`src/logic/uaf_defines.svh`:
```
`ifndef UAF_DEFINES_SVH
`define UAF_DEFINES_SVH

// register offsets on the 8-bit register port
`define UAF_OFS_PWR       8'h87
`define UAF_OFS_CTL       8'h98
`define UAF_OFS_BUF       8'h99
`define UAF_OFS_OWN_ADR   8'hA9
`define UAF_OFS_OWN_MSK   8'hB9
`define UAF_OFS_BSRC      8'hCA

// serial control register fields
`define UAF_CTL_MODE_A    7
`define UAF_CTL_MODE_B    6
`define UAF_CTL_FILT      5
`define UAF_CTL_REN       4
`define UAF_CTL_TX9       3
`define UAF_CTL_RX9       2
`define UAF_CTL_TXDONE    1
`define UAF_CTL_RXDONE    0

// power control register fields
`define UAF_PWR_DBL       7
`define UAF_PWR_EVS       6

// baud source register fields
`define UAF_BSRC_TX_T2    0
`define UAF_BSRC_RX_T2    1

// reset values
`define UAF_OWN_ADR_RST   8'h00
`define UAF_OWN_MSK_RST   8'h00

// rates
`define UAF_M0_DIV        12
`define UAF_M2_TICK_DIV   4
`define UAF_OVS           16
`define UAF_SAMPLE_PT     7

`endif

```
`src/logic/uaf_pkg.sv`:
```
package uaf_pkg;

    typedef enum logic [1:0] {
        UAF_MODE_SHIFT,
        UAF_MODE_UART8,
        UAF_MODE_UART9F,
        UAF_MODE_UART9V
    } uaf_mode_t;

    typedef enum logic [1:0] {
        UAF_TX_IDLE,
        UAF_TX_SHIFT,
        UAF_TX_ASYNC
    } uaf_tx_st_t;

    typedef enum logic [1:0] {
        UAF_RX_IDLE,
        UAF_RX_SHIFT,
        UAF_RX_ASYNC
    } uaf_rx_st_t;

    typedef struct packed {
        logic tx16;
        logic rx16;
        logic m0_bit;
        logic m0_mid;
        logic m0_low;
    } uaf_ticks_t;

    typedef struct packed {
        uaf_mode_t mode;
        logic      baud_double;
        logic      tx_use_t2;
        logic      rx_use_t2;
    } uaf_baud_cfg_t;

endpackage

```
`src/logic/uaf_baud_gen.sv`:
```
`include "uaf_defines.svh"

module uaf_baud_gen #(
    parameter int M0_DIV = `UAF_M0_DIV,
    parameter int M2_DIV = `UAF_M2_TICK_DIV
) (
    input  wire logic                   ref_clk,
    input  wire logic                   resetn,
    input  wire logic                   ce,
    input  wire uaf_pkg::uaf_baud_cfg_t cfg,
    input  wire logic                   t1_ovf,
    input  wire logic                   t2_ovf,
    output uaf_pkg::uaf_ticks_t         ticks
);
    localparam int M0_HALF = M0_DIV / 2;

    logic [3:0] m0_cnt_q;
    logic [3:0] m2_cnt_q;
    logic       t1_half_q;
    logic [3:0] m2_last;
    logic       m2_tick;
    logic       t1_tick;

    function automatic logic pick(input logic use_t2, input uaf_pkg::uaf_mode_t m,
                                  input logic m2, input logic t1, input logic t2);
        if (m == uaf_pkg::UAF_MODE_UART9F)
            return m2;
        return use_t2 ? t2 : t1;
    endfunction

    // 16 sample ticks per bit: /4 gives osc/64, /2 gives osc/32
    assign m2_last = cfg.baud_double ? 4'(M2_DIV / 2 - 1) : 4'(M2_DIV - 1); // RULE_13
    assign m2_tick = m2_cnt_q >= m2_last;
    // overflow/32 is every second overflow per tick, doubling takes every one
    assign t1_tick = t1_ovf & (cfg.baud_double | t1_half_q); // RULE_15

    always_ff @(posedge ref_clk) begin
        if (!resetn)
            m0_cnt_q <= 4'h0;
        else if (ce)
            m0_cnt_q <= (m0_cnt_q == 4'(M0_DIV - 1)) ? 4'h0 : m0_cnt_q + 4'h1; // RULE_12
    end

    always_ff @(posedge ref_clk) begin
        if (!resetn)
            m2_cnt_q <= 4'h0;
        else if (ce)
            m2_cnt_q <= m2_tick ? 4'h0 : m2_cnt_q + 4'h1;
    end

    // only the overflow pulse is used, so any timer running mode serves
    always_ff @(posedge ref_clk) begin
        if (!resetn)
            t1_half_q <= 1'b0;
        else if (ce && t1_ovf)
            t1_half_q <= ~t1_half_q; // RULE_16
    end

    assign ticks.tx16   = ce & pick(cfg.tx_use_t2, cfg.mode, m2_tick, t1_tick, t2_ovf); // RULE_14
    assign ticks.rx16   = ce & pick(cfg.rx_use_t2, cfg.mode, m2_tick, t1_tick, t2_ovf); // RULE_14
    assign ticks.m0_bit = ce & (m0_cnt_q == 4'(M0_DIV - 1)); // RULE_12
    assign ticks.m0_mid = ce & (m0_cnt_q == 4'(M0_HALF - 1));
    assign ticks.m0_low = m0_cnt_q < 4'(M0_HALF);

endmodule // uaf_baud_gen

```
`src/logic/uaf_addr_match.sv`:
```
module uaf_addr_match (
    input  wire logic [7:0] rx_byte,
    input  wire logic [7:0] own_adr,
    input  wire logic [7:0] own_msk,
    output logic            given_hit,
    output logic            bcast_hit
);
    logic [7:0] bcast;

    assign bcast     = own_adr | own_msk; // RULE_10
    assign given_hit = ((rx_byte ^ own_adr) & own_msk) == 8'h00; // RULE_09
    assign bcast_hit = ((rx_byte ^ bcast) & bcast) == 8'h00; // RULE_10

endmodule // uaf_addr_match

```
`src/logic/uaf_core.sv`:
```
// Operation
// RULE_01 - modes 1-3: sample stop bit, set framing error flag if it is zero
// RULE_02 - framing error flag sticks until software clears it; valid stops never clear
// RULE_03 - control bit 7 reaches mode bit, or error flag when error view select is 1
// RULE_04 - modes 2/3 store received ninth bit; transmitter sends software ninth bit
// RULE_05 - ninth bit 1 marks address bytes, 0 marks data bytes
// RULE_06 - 9-bit modes with filtering: done only on ninth bit 1 and address match
// RULE_07 - mode 1 with filtering: done only on address match and valid stop bit
// RULE_08 - filter enable has no effect in mode 0
// RULE_09 - given match compares only where mask bit is 1
// RULE_10 - broadcast address is address OR mask; its zero bits are don't-care
// RULE_11 - address and mask reset to zero so every byte matches
// RULE_12 - mode 0 shifts at oscillator over 12, fixed
// RULE_13 - mode 2 bit rate is oscillator over 64, or over 32 when doubled
// RULE_14 - modes 1/3 rate from timer 1 or timer 2 overflows, per direction
// RULE_15 - timer 1 source: overflow rate over 32, doubled by baud double bit
// RULE_16 - timer 1 works as source in any running mode
// RULE_17 - software keeps timer 1 interrupt off while it is the rate source
// RULE_18 - mode bits 00/01/10/11 select modes 0/1/2/3
// RULE_19 - async reception starts on start bit with enable; mode 0 needs done flag 0
// RULE_20 - 9-bit frames: start 0, eight data bits lsb first, ninth bit, stop 1
`include "uaf_defines.svh"

module uaf_core #(
    parameter int OVS = `UAF_OVS
) (
    input  wire logic       ref_clk,
    input  wire logic       resetn,
    input  wire logic       ce,
    input  wire logic [7:0] reg_addr,
    input  wire logic [7:0] reg_wdata,
    input  wire logic       reg_wr,
    input  wire logic       reg_rd,
    output logic      [7:0] reg_rdata,
    input  wire logic       t1_ovf,
    input  wire logic       t2_ovf,
    input  wire logic       rxd_in,
    output logic            rxd_out,
    output logic            rxd_oe,
    output logic            txd
);
    localparam logic [3:0] SUB_LAST = 4'(OVS - 1);
    localparam logic [3:0] SUB_SAMP = 4'(`UAF_SAMPLE_PT);

    // control and configuration
    logic                   mode_a_q;
    logic                   mode_b_q;
    logic                   filt_q;
    logic                   ren_q;
    logic                   tx9_q;
    logic                   rx9_q;
    logic                   txdone_q;
    logic                   rxdone_q;
    logic                   ferr_q;
    logic                   dbl_q;
    logic                   evs_q;
    logic                   tx_t2_q;
    logic                   rx_t2_q;
    logic [7:0]             own_adr_q;
    logic [7:0]             own_msk_q;
    logic [7:0]             rxbuf_q;
    logic [7:0]             rdata_q;
    uaf_pkg::uaf_mode_t     mode;
    uaf_pkg::uaf_baud_cfg_t cfg;
    uaf_pkg::uaf_ticks_t    ticks;
    logic                   nine;
    logic                   wr_ctl;
    logic                   wr_buf;

    // transmitter
    uaf_pkg::uaf_tx_st_t    tx_st_q;
    logic [10:0]            tx_sh_q;
    logic [3:0]             tx_cnt_q;
    logic [3:0]             tx_sub_q;
    logic                   tx_finish;

    // receiver
    uaf_pkg::uaf_rx_st_t    rx_st_q;
    logic                   rx_meta_q;
    logic                   rx_sync_q;
    logic                   rx_prev_q;
    logic [7:0]             rx_sh_q;
    logic                   rx_nb_q;
    logic [3:0]             rx_cnt_q;
    logic [3:0]             rx_sub_q;
    logic                   rx_samp;
    logic                   rx_stop;
    logic                   rx_m0_done;
    logic                   ninth_v;
    logic                   given_hit;
    logic                   bcast_hit;
    logic                   rx_accept;
    logic                   rx_load;
    logic                   rx_ferr;

    // pins
    logic                   m0_active;
    logic                   txd_q;
    logic                   rxd_out_q;
    logic                   rxd_oe_q;

    assign mode   = uaf_pkg::uaf_mode_t'({mode_a_q, mode_b_q}); // RULE_18
    assign nine   = mode == uaf_pkg::UAF_MODE_UART9F || mode == uaf_pkg::UAF_MODE_UART9V;
    assign wr_ctl = reg_wr && reg_addr == `UAF_OFS_CTL;
    assign wr_buf = reg_wr && reg_addr == `UAF_OFS_BUF;

    assign cfg.mode        = mode;
    assign cfg.baud_double = dbl_q;
    assign cfg.tx_use_t2   = tx_t2_q;
    assign cfg.rx_use_t2   = rx_t2_q;

    uaf_baud_gen u_baud (
        .ref_clk (ref_clk),
        .resetn  (resetn),
        .ce      (ce),
        .cfg     (cfg),
        .t1_ovf  (t1_ovf),
        .t2_ovf  (t2_ovf),
        .ticks   (ticks)
    );

    uaf_addr_match u_match (
        .rx_byte   (rx_sh_q),
        .own_adr   (own_adr_q),
        .own_msk   (own_msk_q),
        .given_hit (given_hit),
        .bcast_hit (bcast_hit)
    );

    // software-owned control bits
    always_ff @(posedge ref_clk) begin
        if (!resetn) begin
            mode_a_q <= 1'b0;
            mode_b_q <= 1'b0;
            filt_q   <= 1'b0;
            ren_q    <= 1'b0;
            tx9_q    <= 1'b0;
        end else if (ce && wr_ctl) begin
            if (!evs_q)
                mode_a_q <= reg_wdata[`UAF_CTL_MODE_A]; // RULE_03
            mode_b_q <= reg_wdata[`UAF_CTL_MODE_B];
            filt_q   <= reg_wdata[`UAF_CTL_FILT];
            ren_q    <= reg_wdata[`UAF_CTL_REN];
            tx9_q    <= reg_wdata[`UAF_CTL_TX9];
        end
    end

    always_ff @(posedge ref_clk) begin
        if (!resetn) begin
            dbl_q   <= 1'b0;
            evs_q   <= 1'b0;
            tx_t2_q <= 1'b0;
            rx_t2_q <= 1'b0;
            own_adr_q <= `UAF_OWN_ADR_RST; // RULE_11
            own_msk_q <= `UAF_OWN_MSK_RST; // RULE_11
        end else if (ce && reg_wr) begin
            case (reg_addr)
                `UAF_OFS_PWR: begin
                    dbl_q <= reg_wdata[`UAF_PWR_DBL];
                    evs_q <= reg_wdata[`UAF_PWR_EVS];
                end
                `UAF_OFS_BSRC: begin
                    tx_t2_q <= reg_wdata[`UAF_BSRC_TX_T2];
                    rx_t2_q <= reg_wdata[`UAF_BSRC_RX_T2];
                end
                `UAF_OFS_OWN_ADR: own_adr_q <= reg_wdata;
                `UAF_OFS_OWN_MSK: own_msk_q <= reg_wdata;
                default: ;
            endcase
        end
    end

    // hardware-set flags: a set in the same cycle as a software write wins
    always_ff @(posedge ref_clk) begin
        if (!resetn) begin
            txdone_q <= 1'b0;
            rxdone_q <= 1'b0;
            rx9_q    <= 1'b0;
            ferr_q   <= 1'b0;
            rxbuf_q  <= 8'h00;
        end else if (ce) begin
            if (tx_finish)
                txdone_q <= 1'b1;
            else if (wr_ctl)
                txdone_q <= reg_wdata[`UAF_CTL_TXDONE];
            if (rx_load)
                rxdone_q <= 1'b1;
            else if (wr_ctl)
                rxdone_q <= reg_wdata[`UAF_CTL_RXDONE];
            if (rx_load && mode != uaf_pkg::UAF_MODE_SHIFT)
                rx9_q <= ninth_v; // RULE_04
            else if (wr_ctl)
                rx9_q <= reg_wdata[`UAF_CTL_RX9];
            if (rx_ferr)
                ferr_q <= 1'b1; // RULE_01
            else if (wr_ctl && evs_q)
                ferr_q <= reg_wdata[`UAF_CTL_MODE_A]; // RULE_02 RULE_03
            if (rx_load)
                rxbuf_q <= rx_sh_q;
        end
    end

    // read data stands only in the cycle after the strobe
    always_ff @(posedge ref_clk) begin
        if (!resetn)
            rdata_q <= 8'h00;
        else if (ce) begin
            rdata_q <= 8'h00;
            if (reg_rd) begin
                case (reg_addr)
                    `UAF_OFS_CTL: rdata_q <= {evs_q ? ferr_q : mode_a_q, mode_b_q, filt_q, // RULE_03
                                              ren_q, tx9_q, rx9_q, txdone_q, rxdone_q};
                    `UAF_OFS_BUF:   rdata_q <= rxbuf_q;
                    `UAF_OFS_PWR:   rdata_q <= {dbl_q, evs_q, 6'h00};
                    `UAF_OFS_BSRC:  rdata_q <= {6'h00, rx_t2_q, tx_t2_q};
                    `UAF_OFS_OWN_ADR: rdata_q <= own_adr_q;
                    `UAF_OFS_OWN_MSK: rdata_q <= own_msk_q;
                    default:        rdata_q <= 8'h00;
                endcase
            end
        end
    end

    assign reg_rdata = rdata_q;

    // transmitter; a write while busy is dropped
    assign tx_finish = ce && ((tx_st_q == uaf_pkg::UAF_TX_SHIFT && ticks.m0_bit && tx_cnt_q == 4'h1)
                     || (tx_st_q == uaf_pkg::UAF_TX_ASYNC && ticks.tx16
                         && tx_sub_q == SUB_LAST && tx_cnt_q == 4'h1));

    always_ff @(posedge ref_clk) begin
        if (!resetn) begin
            tx_st_q  <= uaf_pkg::UAF_TX_IDLE;
            tx_sh_q  <= 11'h7FF;
            tx_cnt_q <= 4'h0;
            tx_sub_q <= 4'h0;
        end else if (ce) begin
            case (tx_st_q)
                uaf_pkg::UAF_TX_IDLE: begin
                    if (wr_buf && mode == uaf_pkg::UAF_MODE_SHIFT) begin
                        // leading idle slot aligns the first bit to a full shift period
                        tx_st_q  <= uaf_pkg::UAF_TX_SHIFT;
                        tx_sh_q  <= {2'b11, reg_wdata, 1'b1};
                        tx_cnt_q <= 4'h9;
                    end else if (wr_buf) begin
                        tx_st_q  <= uaf_pkg::UAF_TX_ASYNC;
                        tx_sh_q  <= {1'b1, nine ? tx9_q : 1'b1, reg_wdata, 1'b0}; // RULE_04 RULE_05 RULE_20
                        tx_cnt_q <= nine ? 4'hB : 4'hA;
                        tx_sub_q <= 4'h0;
                    end
                end
                uaf_pkg::UAF_TX_SHIFT: begin
                    if (ticks.m0_bit) begin
                        tx_sh_q  <= {1'b1, tx_sh_q[10:1]};
                        tx_cnt_q <= tx_cnt_q - 4'h1;
                        if (tx_cnt_q == 4'h1)
                            tx_st_q <= uaf_pkg::UAF_TX_IDLE;
                    end
                end
                uaf_pkg::UAF_TX_ASYNC: begin
                    if (ticks.tx16) begin
                        tx_sub_q <= tx_sub_q + 4'h1;
                        if (tx_sub_q == SUB_LAST) begin
                            tx_sh_q  <= {1'b1, tx_sh_q[10:1]};
                            tx_cnt_q <= tx_cnt_q - 4'h1;
                            if (tx_cnt_q == 4'h1)
                                tx_st_q <= uaf_pkg::UAF_TX_IDLE;
                        end
                    end
                end
                default: tx_st_q <= uaf_pkg::UAF_TX_IDLE;
            endcase
        end
    end

    // receive pin synchroniser and edge history
    always_ff @(posedge ref_clk) begin
        if (!resetn) begin
            rx_meta_q <= 1'b1;
            rx_sync_q <= 1'b1;
            rx_prev_q <= 1'b1;
        end else if (ce) begin
            rx_meta_q <= rxd_in;
            rx_sync_q <= rx_meta_q;
            rx_prev_q <= rx_sync_q;
        end
    end

    // async sample point; rx_cnt_q is the frame position, 0 = start bit
    assign rx_samp    = rx_st_q == uaf_pkg::UAF_RX_ASYNC && ticks.rx16 && rx_sub_q == SUB_SAMP;
    assign rx_stop    = rx_samp && rx_cnt_q == (nine ? 4'hA : 4'h9);
    assign rx_m0_done = rx_st_q == uaf_pkg::UAF_RX_SHIFT && ticks.m0_bit && rx_cnt_q == 4'h1;
    // in mode 1 the stop bit stands in the ninth bit's place
    assign ninth_v    = nine ? rx_nb_q : rx_sync_q;
    assign rx_accept  = !rxdone_q && (!filt_q || (ninth_v && (given_hit || bcast_hit))); // RULE_05 RULE_06 RULE_07
    assign rx_load    = ce && (rx_m0_done || (rx_stop && rx_accept)); // RULE_08
    assign rx_ferr    = ce && rx_stop && !rx_sync_q; // RULE_01

    always_ff @(posedge ref_clk) begin
        if (!resetn) begin
            rx_st_q  <= uaf_pkg::UAF_RX_IDLE;
            rx_sh_q  <= 8'h00;
            rx_nb_q  <= 1'b0;
            rx_cnt_q <= 4'h0;
            rx_sub_q <= 4'h0;
        end else if (ce) begin
            case (rx_st_q)
                uaf_pkg::UAF_RX_IDLE: begin
                    if (mode == uaf_pkg::UAF_MODE_SHIFT && ren_q && !rxdone_q
                        && tx_st_q == uaf_pkg::UAF_TX_IDLE) begin // RULE_19
                        rx_st_q  <= uaf_pkg::UAF_RX_SHIFT;
                        rx_cnt_q <= 4'h9;
                    end else if (mode != uaf_pkg::UAF_MODE_SHIFT && ren_q
                                 && rx_prev_q && !rx_sync_q) begin // RULE_19
                        rx_st_q  <= uaf_pkg::UAF_RX_ASYNC;
                        rx_cnt_q <= 4'h0;
                        rx_sub_q <= 4'h0;
                    end
                end
                uaf_pkg::UAF_RX_SHIFT: begin
                    if (ticks.m0_mid && rx_cnt_q <= 4'h8)
                        rx_sh_q <= {rx_sync_q, rx_sh_q[7:1]};
                    if (ticks.m0_bit) begin
                        rx_cnt_q <= rx_cnt_q - 4'h1;
                        if (rx_cnt_q == 4'h1)
                            rx_st_q <= uaf_pkg::UAF_RX_IDLE;
                    end
                end
                uaf_pkg::UAF_RX_ASYNC: begin
                    if (ticks.rx16)
                        rx_sub_q <= rx_sub_q + 4'h1;
                    if (ticks.rx16 && rx_sub_q == SUB_LAST)
                        rx_cnt_q <= rx_cnt_q + 4'h1;
                    if (rx_samp) begin
                        // start bit high at mid-bit was a glitch: back to hunting
                        if (rx_cnt_q == 4'h0 && rx_sync_q)
                            rx_st_q <= uaf_pkg::UAF_RX_IDLE;
                        else if (rx_cnt_q >= 4'h1 && rx_cnt_q <= 4'h8)
                            rx_sh_q <= {rx_sync_q, rx_sh_q[7:1]}; // RULE_20
                        else if (rx_cnt_q == 4'h9 && nine)
                            rx_nb_q <= rx_sync_q; // RULE_04
                        if (rx_stop)
                            rx_st_q <= uaf_pkg::UAF_RX_IDLE;
                    end
                end
                default: rx_st_q <= uaf_pkg::UAF_RX_IDLE;
            endcase
        end
    end

    // pins are registered; mode 0 puts the shift clock on txd
    assign m0_active = (tx_st_q == uaf_pkg::UAF_TX_SHIFT && tx_cnt_q <= 4'h8)
                    || (rx_st_q == uaf_pkg::UAF_RX_SHIFT && rx_cnt_q <= 4'h8);

    always_ff @(posedge ref_clk) begin
        if (!resetn) begin
            txd_q     <= 1'b1;
            rxd_out_q <= 1'b1;
            rxd_oe_q  <= 1'b0;
        end else if (ce) begin
            if (mode == uaf_pkg::UAF_MODE_SHIFT)
                txd_q <= m0_active ? ~ticks.m0_low : 1'b1;
            else
                txd_q <= tx_st_q == uaf_pkg::UAF_TX_ASYNC ? tx_sh_q[0] : 1'b1;
            rxd_out_q <= tx_sh_q[0];
            rxd_oe_q  <= tx_st_q == uaf_pkg::UAF_TX_SHIFT && tx_cnt_q <= 4'h8;
        end
    end

    assign txd     = txd_q;
    assign rxd_out = rxd_out_q;
    assign rxd_oe  = rxd_oe_q;

endmodule // uaf_core

```
`config.mk`:
```
export PLATFORM = sky130hd
export DESIGN_NAME = uaf_core
export DESIGN_NICKNAME = d
export VERILOG_FILES = /design/src/logic/uaf_pkg.sv /design/src/logic/uaf_baud_gen.sv /design/src/logic/uaf_addr_match.sv /design/src/logic/uaf_core.sv
export VERILOG_INCLUDE_DIRS = /design/src /design/src/logic
export SDC_FILE = /design/constraint.sdc
export NUM_CORES = 1
export LEC_CHECK = 0
export BUFFER_PORTS_ARGS = -buffer_cell sky130_fd_sc_hd__buf_4
export CAP_MARGIN = 20
export CORE_UTILIZATION = 50
export CTS_CLUSTER_DIAMETER = 30
export DETAILED_ROUTE_END_ITERATION = 6
export GPL_ROUTABILITY_DRIVEN = 1
export GPL_TIMING_DRIVEN = 1
export PLACE_DENSITY = 0.65
export REMOVE_ABC_BUFFERS = 1
export SLEW_MARGIN = 20
export SYNTH_ARGS = -nofsm -noshare
export SYNTH_HDL_FRONTEND = slang
export SYNTH_SLANG_ARGS = --single-unit
```
`constraint.sdc`:
```
create_clock -name ref_clk -period 3.03 [get_ports ref_clk]
set_input_delay 0.303 -clock ref_clk [delete_from_list [all_inputs] [get_ports ref_clk]]
set_output_delay 0.303 -clock ref_clk [all_outputs]
set_load 0.02 [all_outputs]
```
### Yosys cells after proc, flatten, opt, wreduce, memory -nomap -nowiden

Cells that the tools add are included.

| word-level totals | value |
|---|---|
| bits in registers | 100 |
| latch bits | 0 |
| memory bits (writable) | 0 |
| memory bits (read-only) | 0 |
| bits of input ports | 24 |
| output and inout bits | 11 |
| logic and storage cells | 254 |
| memories | 0 |

| cells by class | value |
|---|---|
| add/sub/neg operators | 7 |
| multiply operators | 0 |
| divide/modulo/power cells | 0 |
| $lt $le $gt $ge | 5 |
| equal/unequal tests | 39 |
| shift operators | 0 |
| mux-type cells | 71 |
| bitwise operators | 16 |
| reduce and logical (&&, ||, !) cells | 81 |

Operators with widths:

| kind | number |
|---|---|
| $mux W4 | 16 |
| $mux W11 | 5 |
| $eq A8 B8 Y1 const B | 6 |
| $pmux W8 S6 | 1 |
| $mux W8 | 5 |
| $logic_and A1 B1 Y1 | 38 |
| $pmux W11 S3 | 1 |
| $mux W2 | 15 |
| $pmux W4 S3 | 2 |
| $reduce_and A6 Y1 | 4 |
| $ne A2 B2 Y1 const B | 11 |
| $mux W1 | 21 |
| $add A4 B1 Y4 const B | 5 |
| $reduce_and A2 Y1 | 10 |
| $reduce_and A5 Y1 | 4 |
| $and A8 B8 Y8 | 2 |
| $eq A4 B4 Y1 const B | 4 |
| $logic_not A8 Y1 | 2 |
| $pmux W4 S2 | 2 |
| $pmux W8 S2 | 1 |
| $reduce_bool A2 Y1 | 8 |
| $xor A8 B8 Y8 | 2 |
| $pmux W2 S3 | 2 |
| $eq A2 B2 Y1 const B | 4 |
| 21 further kinds | 48 |

### Depth between registers and ports, before layout

| depth | value |
|---|---|
| depth after elaboration | 14 |
| depth in mapped cells | 10 |
| depth with buffers taken out | 8 |

### Modules after synthesis

A second synthesis with hierarchy kept.

| unflattened totals | value |
|---|---|
| cells, all modules | 608 |
| area total of the unflattened synthesis | 5396.4 µm² |

By module, submodules not included:

| module | instances | cells an instance | area an instance (µm²) | seq. area each (µm²) |
|---|---|---|---|---|
| uaf_core | 1 | 526 | 4727.0 | 1801.7 |
| uaf_baud_gen | 1 | 57 | 493.0 | 180.2 |
| uaf_addr_match | 1 | 25 | 176.4 | 0.0 |

### Worst setup path before layout

No wires, ideal clock.

| timing path | value |
|---|---|
| path kind | reg-to-reg |
| start | register dbl_q |
| end | register tx_sh_q[4] |
| library setup time | 0.141 ns |
| arrival time | 2.005 ns |
| required time | 2.889 ns |
| path slack | 0.884 ns |
| cell stages (with the launch flop) | 9 |
| buffers on the path | 2 |
| period minus slack after synthesis | 2.146 ns |
| cell sequence | dfxtp_1 ha_1 a2111oi_0 nand2b_1 a21oi_1 or3_1 buf_6 buf_2 o211ai_1 |

| on the way | value |
|---|---|
| cells in the longest elaborated chain, start to end | 7 |
| elaborated cells between the ends (all ways) | 10 |
| those cells by class | order compare: 1; eq/ne: 1; mux: 4; bitwise: 3; reduce/logical: 1 |

RTL lines:

| item | line | text |
|---|---|---|
| start: declaration | uaf_core.sv:55 | `logic dbl_q;` |
| start signal: assignment | uaf_core.sv:159 | `` dbl_q <= reg_wdata[`UAF_PWR_DBL]; `` |
| $mux W2 / $or A1 B1 Y1 (equally long branches) | uaf_baud_gen.sv:32, uaf_baud_gen.sv:35 |  |
| $ge A4 B4 Y1 / $and A1 B1 Y1 (equally long branches) | uaf_baud_gen.sv:33, uaf_baud_gen.sv:35 |  |
| $mux W1 (on tied branches) | uaf_baud_gen.sv:26, uaf_baud_gen.sv:28 |  |
| $mux W1 (*) | uaf_baud_gen.sv:28 | `return use_t2 ? t2 : t1;` |
| $and A1 B1 Y1 (*) | uaf_baud_gen.sv:59 | `assign ticks.tx16 = ce & pick(cfg.tx_use_t2, cfg.mode, m2_tick, t1_tick, t2_ovf);` |
| $ne A2 B2 Y1 (no line) (*) | n/a |  |
| $reduce_and A6 Y1 (no line) (*) | n/a |  |
| end signal: assignment | uaf_core.sv:243 | `tx_sh_q <= {2'b11, reg_wdata, 1'b1};` |
| end signal: assignment | uaf_core.sv:247 | `tx_sh_q <= {1'b1, nine ? tx9_q : 1'b1, reg_wdata, 1'b0};` |
| end signal: assignment | uaf_core.sv:254 | `tx_sh_q <= {1'b1, tx_sh_q[10:1]};` |
| end: declaration | uaf_core.sv:72 | `logic [10:0] tx_sh_q;` |

Mark *: on every way between the ends. The rest lies on a longest branch, timed or not. The select of a mux whose other input is x is not followed.
A chain may end at the register's enable or synchronous reset.

### Worst setup path after layout

| timing path | value |
|---|---|
| start | register dbl_q |
| end | register tx_sh_q[5] |

The elaborated chain is that of the path after synthesis.

==> impl_metrics.toml <==
[final_layout]
drive_gt1_share_pct = 13.19
nFillCells = 989
antenna_cells = 0
area_growth_pct = 11.43
fin_cells = 773
nets = 674
mostFrequentLayoutCells = "99 x dfxtp_1, 78 x nor2_1, 70 x mux2i_1"
layout_commonest_cell = "dfxtp_1"

[drt]
routed_wl_um = 13340
drt_iter0_drc = 248
wl_per_cell_um = 17.25
dr.pass1.iters = 7
drcViolationCount = 0
ant_nets = 0
routed-via-count = 4514
vias_per_cell = 5.840

[critical_path]
worst_path_largest_cell_delay_ns = 0.61
r2r_start = "dbl_q"
r2r_cells = 7
cp_cell_sequence = "ha_1 > a2111oi_0 > nand2b_1 > a21oi_1 > or3_1 > buf_4 > o211ai_1"
worst-path-max-fanout = 15
critPathTopFamily = "compound AO/OA/AOI/OAI gates"
setup.worst_path.end_class = "register"
r2r_end = "tx_sh_q[5]"
cp_slowest_cell = "a2111oi_0"
critPathKind = "reg2reg"
required_ns = 3.27
worstPathArrival_ns = 2.93
critPathBufInv = 1
cp-start-kind = "register"
r2r_setup_slack_ns = 0.34

[power]
leakage_nw = 2.404
ir_worst_vdd_uv = 324.7
powerDensity_nw_per_um2 = 406.1

[global_route]
first_global_vias = 4257
busiest_layer = "met2"
grt_pass1_wl_um = 21870
grt_use_met2_pct = 42.24
antenna_found_initial = 0
grtUsageTotal_pct = 25.46
grt_max_degree = 50
met1_usage_pct = 32.40
grtUsageMet3_pct = 5.739
grt_overflow = 0

[timing]
slew_headroom_pct = 50.28
fin_crit_sh_pct = 88.73
hold_violations = 0
finalSetupViolCount = 0
clock_skew_ns = 0.01210
fin_crit_ns = 2.689
grt_setup_unrepaired = "false"
worstMarginPinSlew_ns = 0.7458
fmax_ghz = 0.3719
fin_tns_setup_ns = 0
drv_slew = 0

[clock_tree]
htree_levels = 3
postCtsHoldBufs = 0
cts_buffers = 9
clkSlewWorstSetupHoldPaths_ns = 0.10
cts_resized = 0
cts.sinks = 99
clkLatencyLatePin_ns = 0.38
cts_root_buffer = "clkbuf_8"
clockBufferDepth = 2
cts_tree = "built"
post_cts_buffers = 0

[logic_synthesis]
synth_edf_count = 0
synth_seq_cells = 99
ys_async_sr_fraction_pct = 0
synth_cells = 606
synth_cell_type_count = 71
yosys_warnings = 0
ys.flop_type = "dfxtp_1"
synth_area_per_cell_um2 = 8.744
synth-seq-area-share_pct = 37.40
synthesis.area_um2 = 5299

[status]
outcome = "finished clean"

[floorplanning]
die_w_um = 104.9
core.rowCount = 37
num_io_pins = 35
initial_core_util_pct = 51.56
core-area_um2 = 10280
fp.dieH_um = 104.9
die_area_um2 = 11010

[placement]
post-dp-hpwl_um = 9680
io_buffers = 34
place_congestion = 0.8521
placed_cells = 757

[flow_run]
drv_cap = 0

[worst_hold_path]
hp-start = "rxd_in"
hold_class = "in2reg"
holdPathStages = 3
holdPathEnd = "rx_meta_q"
report_power, final:
part | internal, mW | switching (mW) | total (mW)
clock | 0.467 | 0.469 | 0.936
combinational | 0.0522 | 0.0895 | 0.142
sequential | 1.31 | 0.0108 | 1.32
stage by stage:
stage / area [µm²] / worst slack (ns) / util [%] / power, mW / hold WS (ns)
finish: 5904 / 0.3414 / 57.45 / 2.398 / 0.1390
global route: 5904 / 0.1393 / 57.45 / 2.477 / 0.1393
CTS: 5904 / 0.3306 / 57.45 / 2.420 / 0.1265
detailed placement: 5689 / 0.3428 / 55.36 / 1.493 / 0.4596
global placement: 5689 / 0.3837 / 55.36 / 1.490 / 0.4452
floorplan: 5159 / 0.4855 / - / 1.403 / 0.3649
registers in the layout (all words and copies together), names as in the netlist, 2 cells and up:
register	count
tx_sh_q	10
rx_sub_q	4
rx_st_q	2
rx_cnt_q	4
tx_cnt_q	4
rxbuf_q	8
rx_sh_q	8
own_adr_q	8
tx_sub_q	4
own_msk_q	8
u_baud.m0_cnt_q	4
reg_rdata	8
u_baud.m2_cnt_q	4
tx_st_q	2
how the worst max path moves through the flow:
stage                       startpoint    endpoint  slack [ns]  cells past startpoint
finish                           dbl_q  tx_sh_q[5]        0.34                      7
global route        u_baud.m2_cnt_q[1]  tx_sh_q[5]        0.14                      7
CTS                              dbl_q  tx_sh_q[5]        0.33                      7
detailed placement               dbl_q  tx_sh_q[5]        0.34                      7
global placement                 dbl_q  tx_sh_q[4]        0.38                      7
floorplan                        dbl_q  rxbuf_q[0]        0.49                      7
final cells by class:
cell class                      count  area, µm²  share of cell area (%)
Inverter                           19      71.32                   1.208
Multi-Input combinational cell    455       3105                   52.60
Clock inverter                      6      87.58                   1.483
Clock buffer                       10      127.6                   2.161
Sequential cell                    99       1982                   33.57
Tap cell                          136      170.2                   2.882
Timing Repair Buffer               48      360.3                   6.103
metal layers:
metal	part of all wire [%]	wire length, µm
met5	0	0
met4	2.3	310
met3	4.0	529
met2	48	6466
met1	45	6031
cells in the mapped netlist (3+ instances only):
library cell  count  area [µm²]
dfxtp_1          99        1982
o21ai_0          14       70.07
inv_1            18       67.56
nor4_1            4       25.02
a21oi_1          24       120.1
nor3_1            8       40.04
clkbuf_1         22       82.58
and3_1            5       31.28
buf_2             7       35.03
xor2_1           11       96.34
mux2i_1          70       700.7
ha_1             18       225.2
a221o_1           5       50.05
o22ai_1           4       25.02
nand3b_1          5       37.54
nand2b_1          8       50.05
o31ai_1           4       30.03
nand4_1           9       56.30
nand3_1          16       80.08
buf_1             3       11.26
o211ai_1         11       82.58
a22oi_1          16       120.1
nor2_1           78       292.8
or3_1             9       56.30
nor2b_1           3       18.77
a211oi_1          3       22.52
and2_1            3       18.77
mux2_2           10       112.6
nand2_1          69       259.0
cells by family (layout without fill, tap and decap cells):
logic type | Yosys count | after routing | share of synthesized area [%]
AOI/OAI and AO/OA | 112 | 112 | 15.47
xor gates and xnor gates | 13 | 13 | 2.149
adders and majority gates | 18 | 18 | 4.250
buffers and inverters | 52 | 83 | 3.990
DFF | 99 | 99 | 37.40
muxes | 80 | 80 | 15.35
and+or+nand+nor | 232 | 232 | 21.39
worst register-to-register path, stage by stage (launching register included):
cell and delay [ns]:
dfxtp_1 0.35, ha_1 0.29, a2111oi_0 0.61, nand2b_1 0.17
a21oi_1 0.35, or3_1 0.45, buf_4 0.24, o211ai_1 0.10
Power figures use the tool's default switching activity.
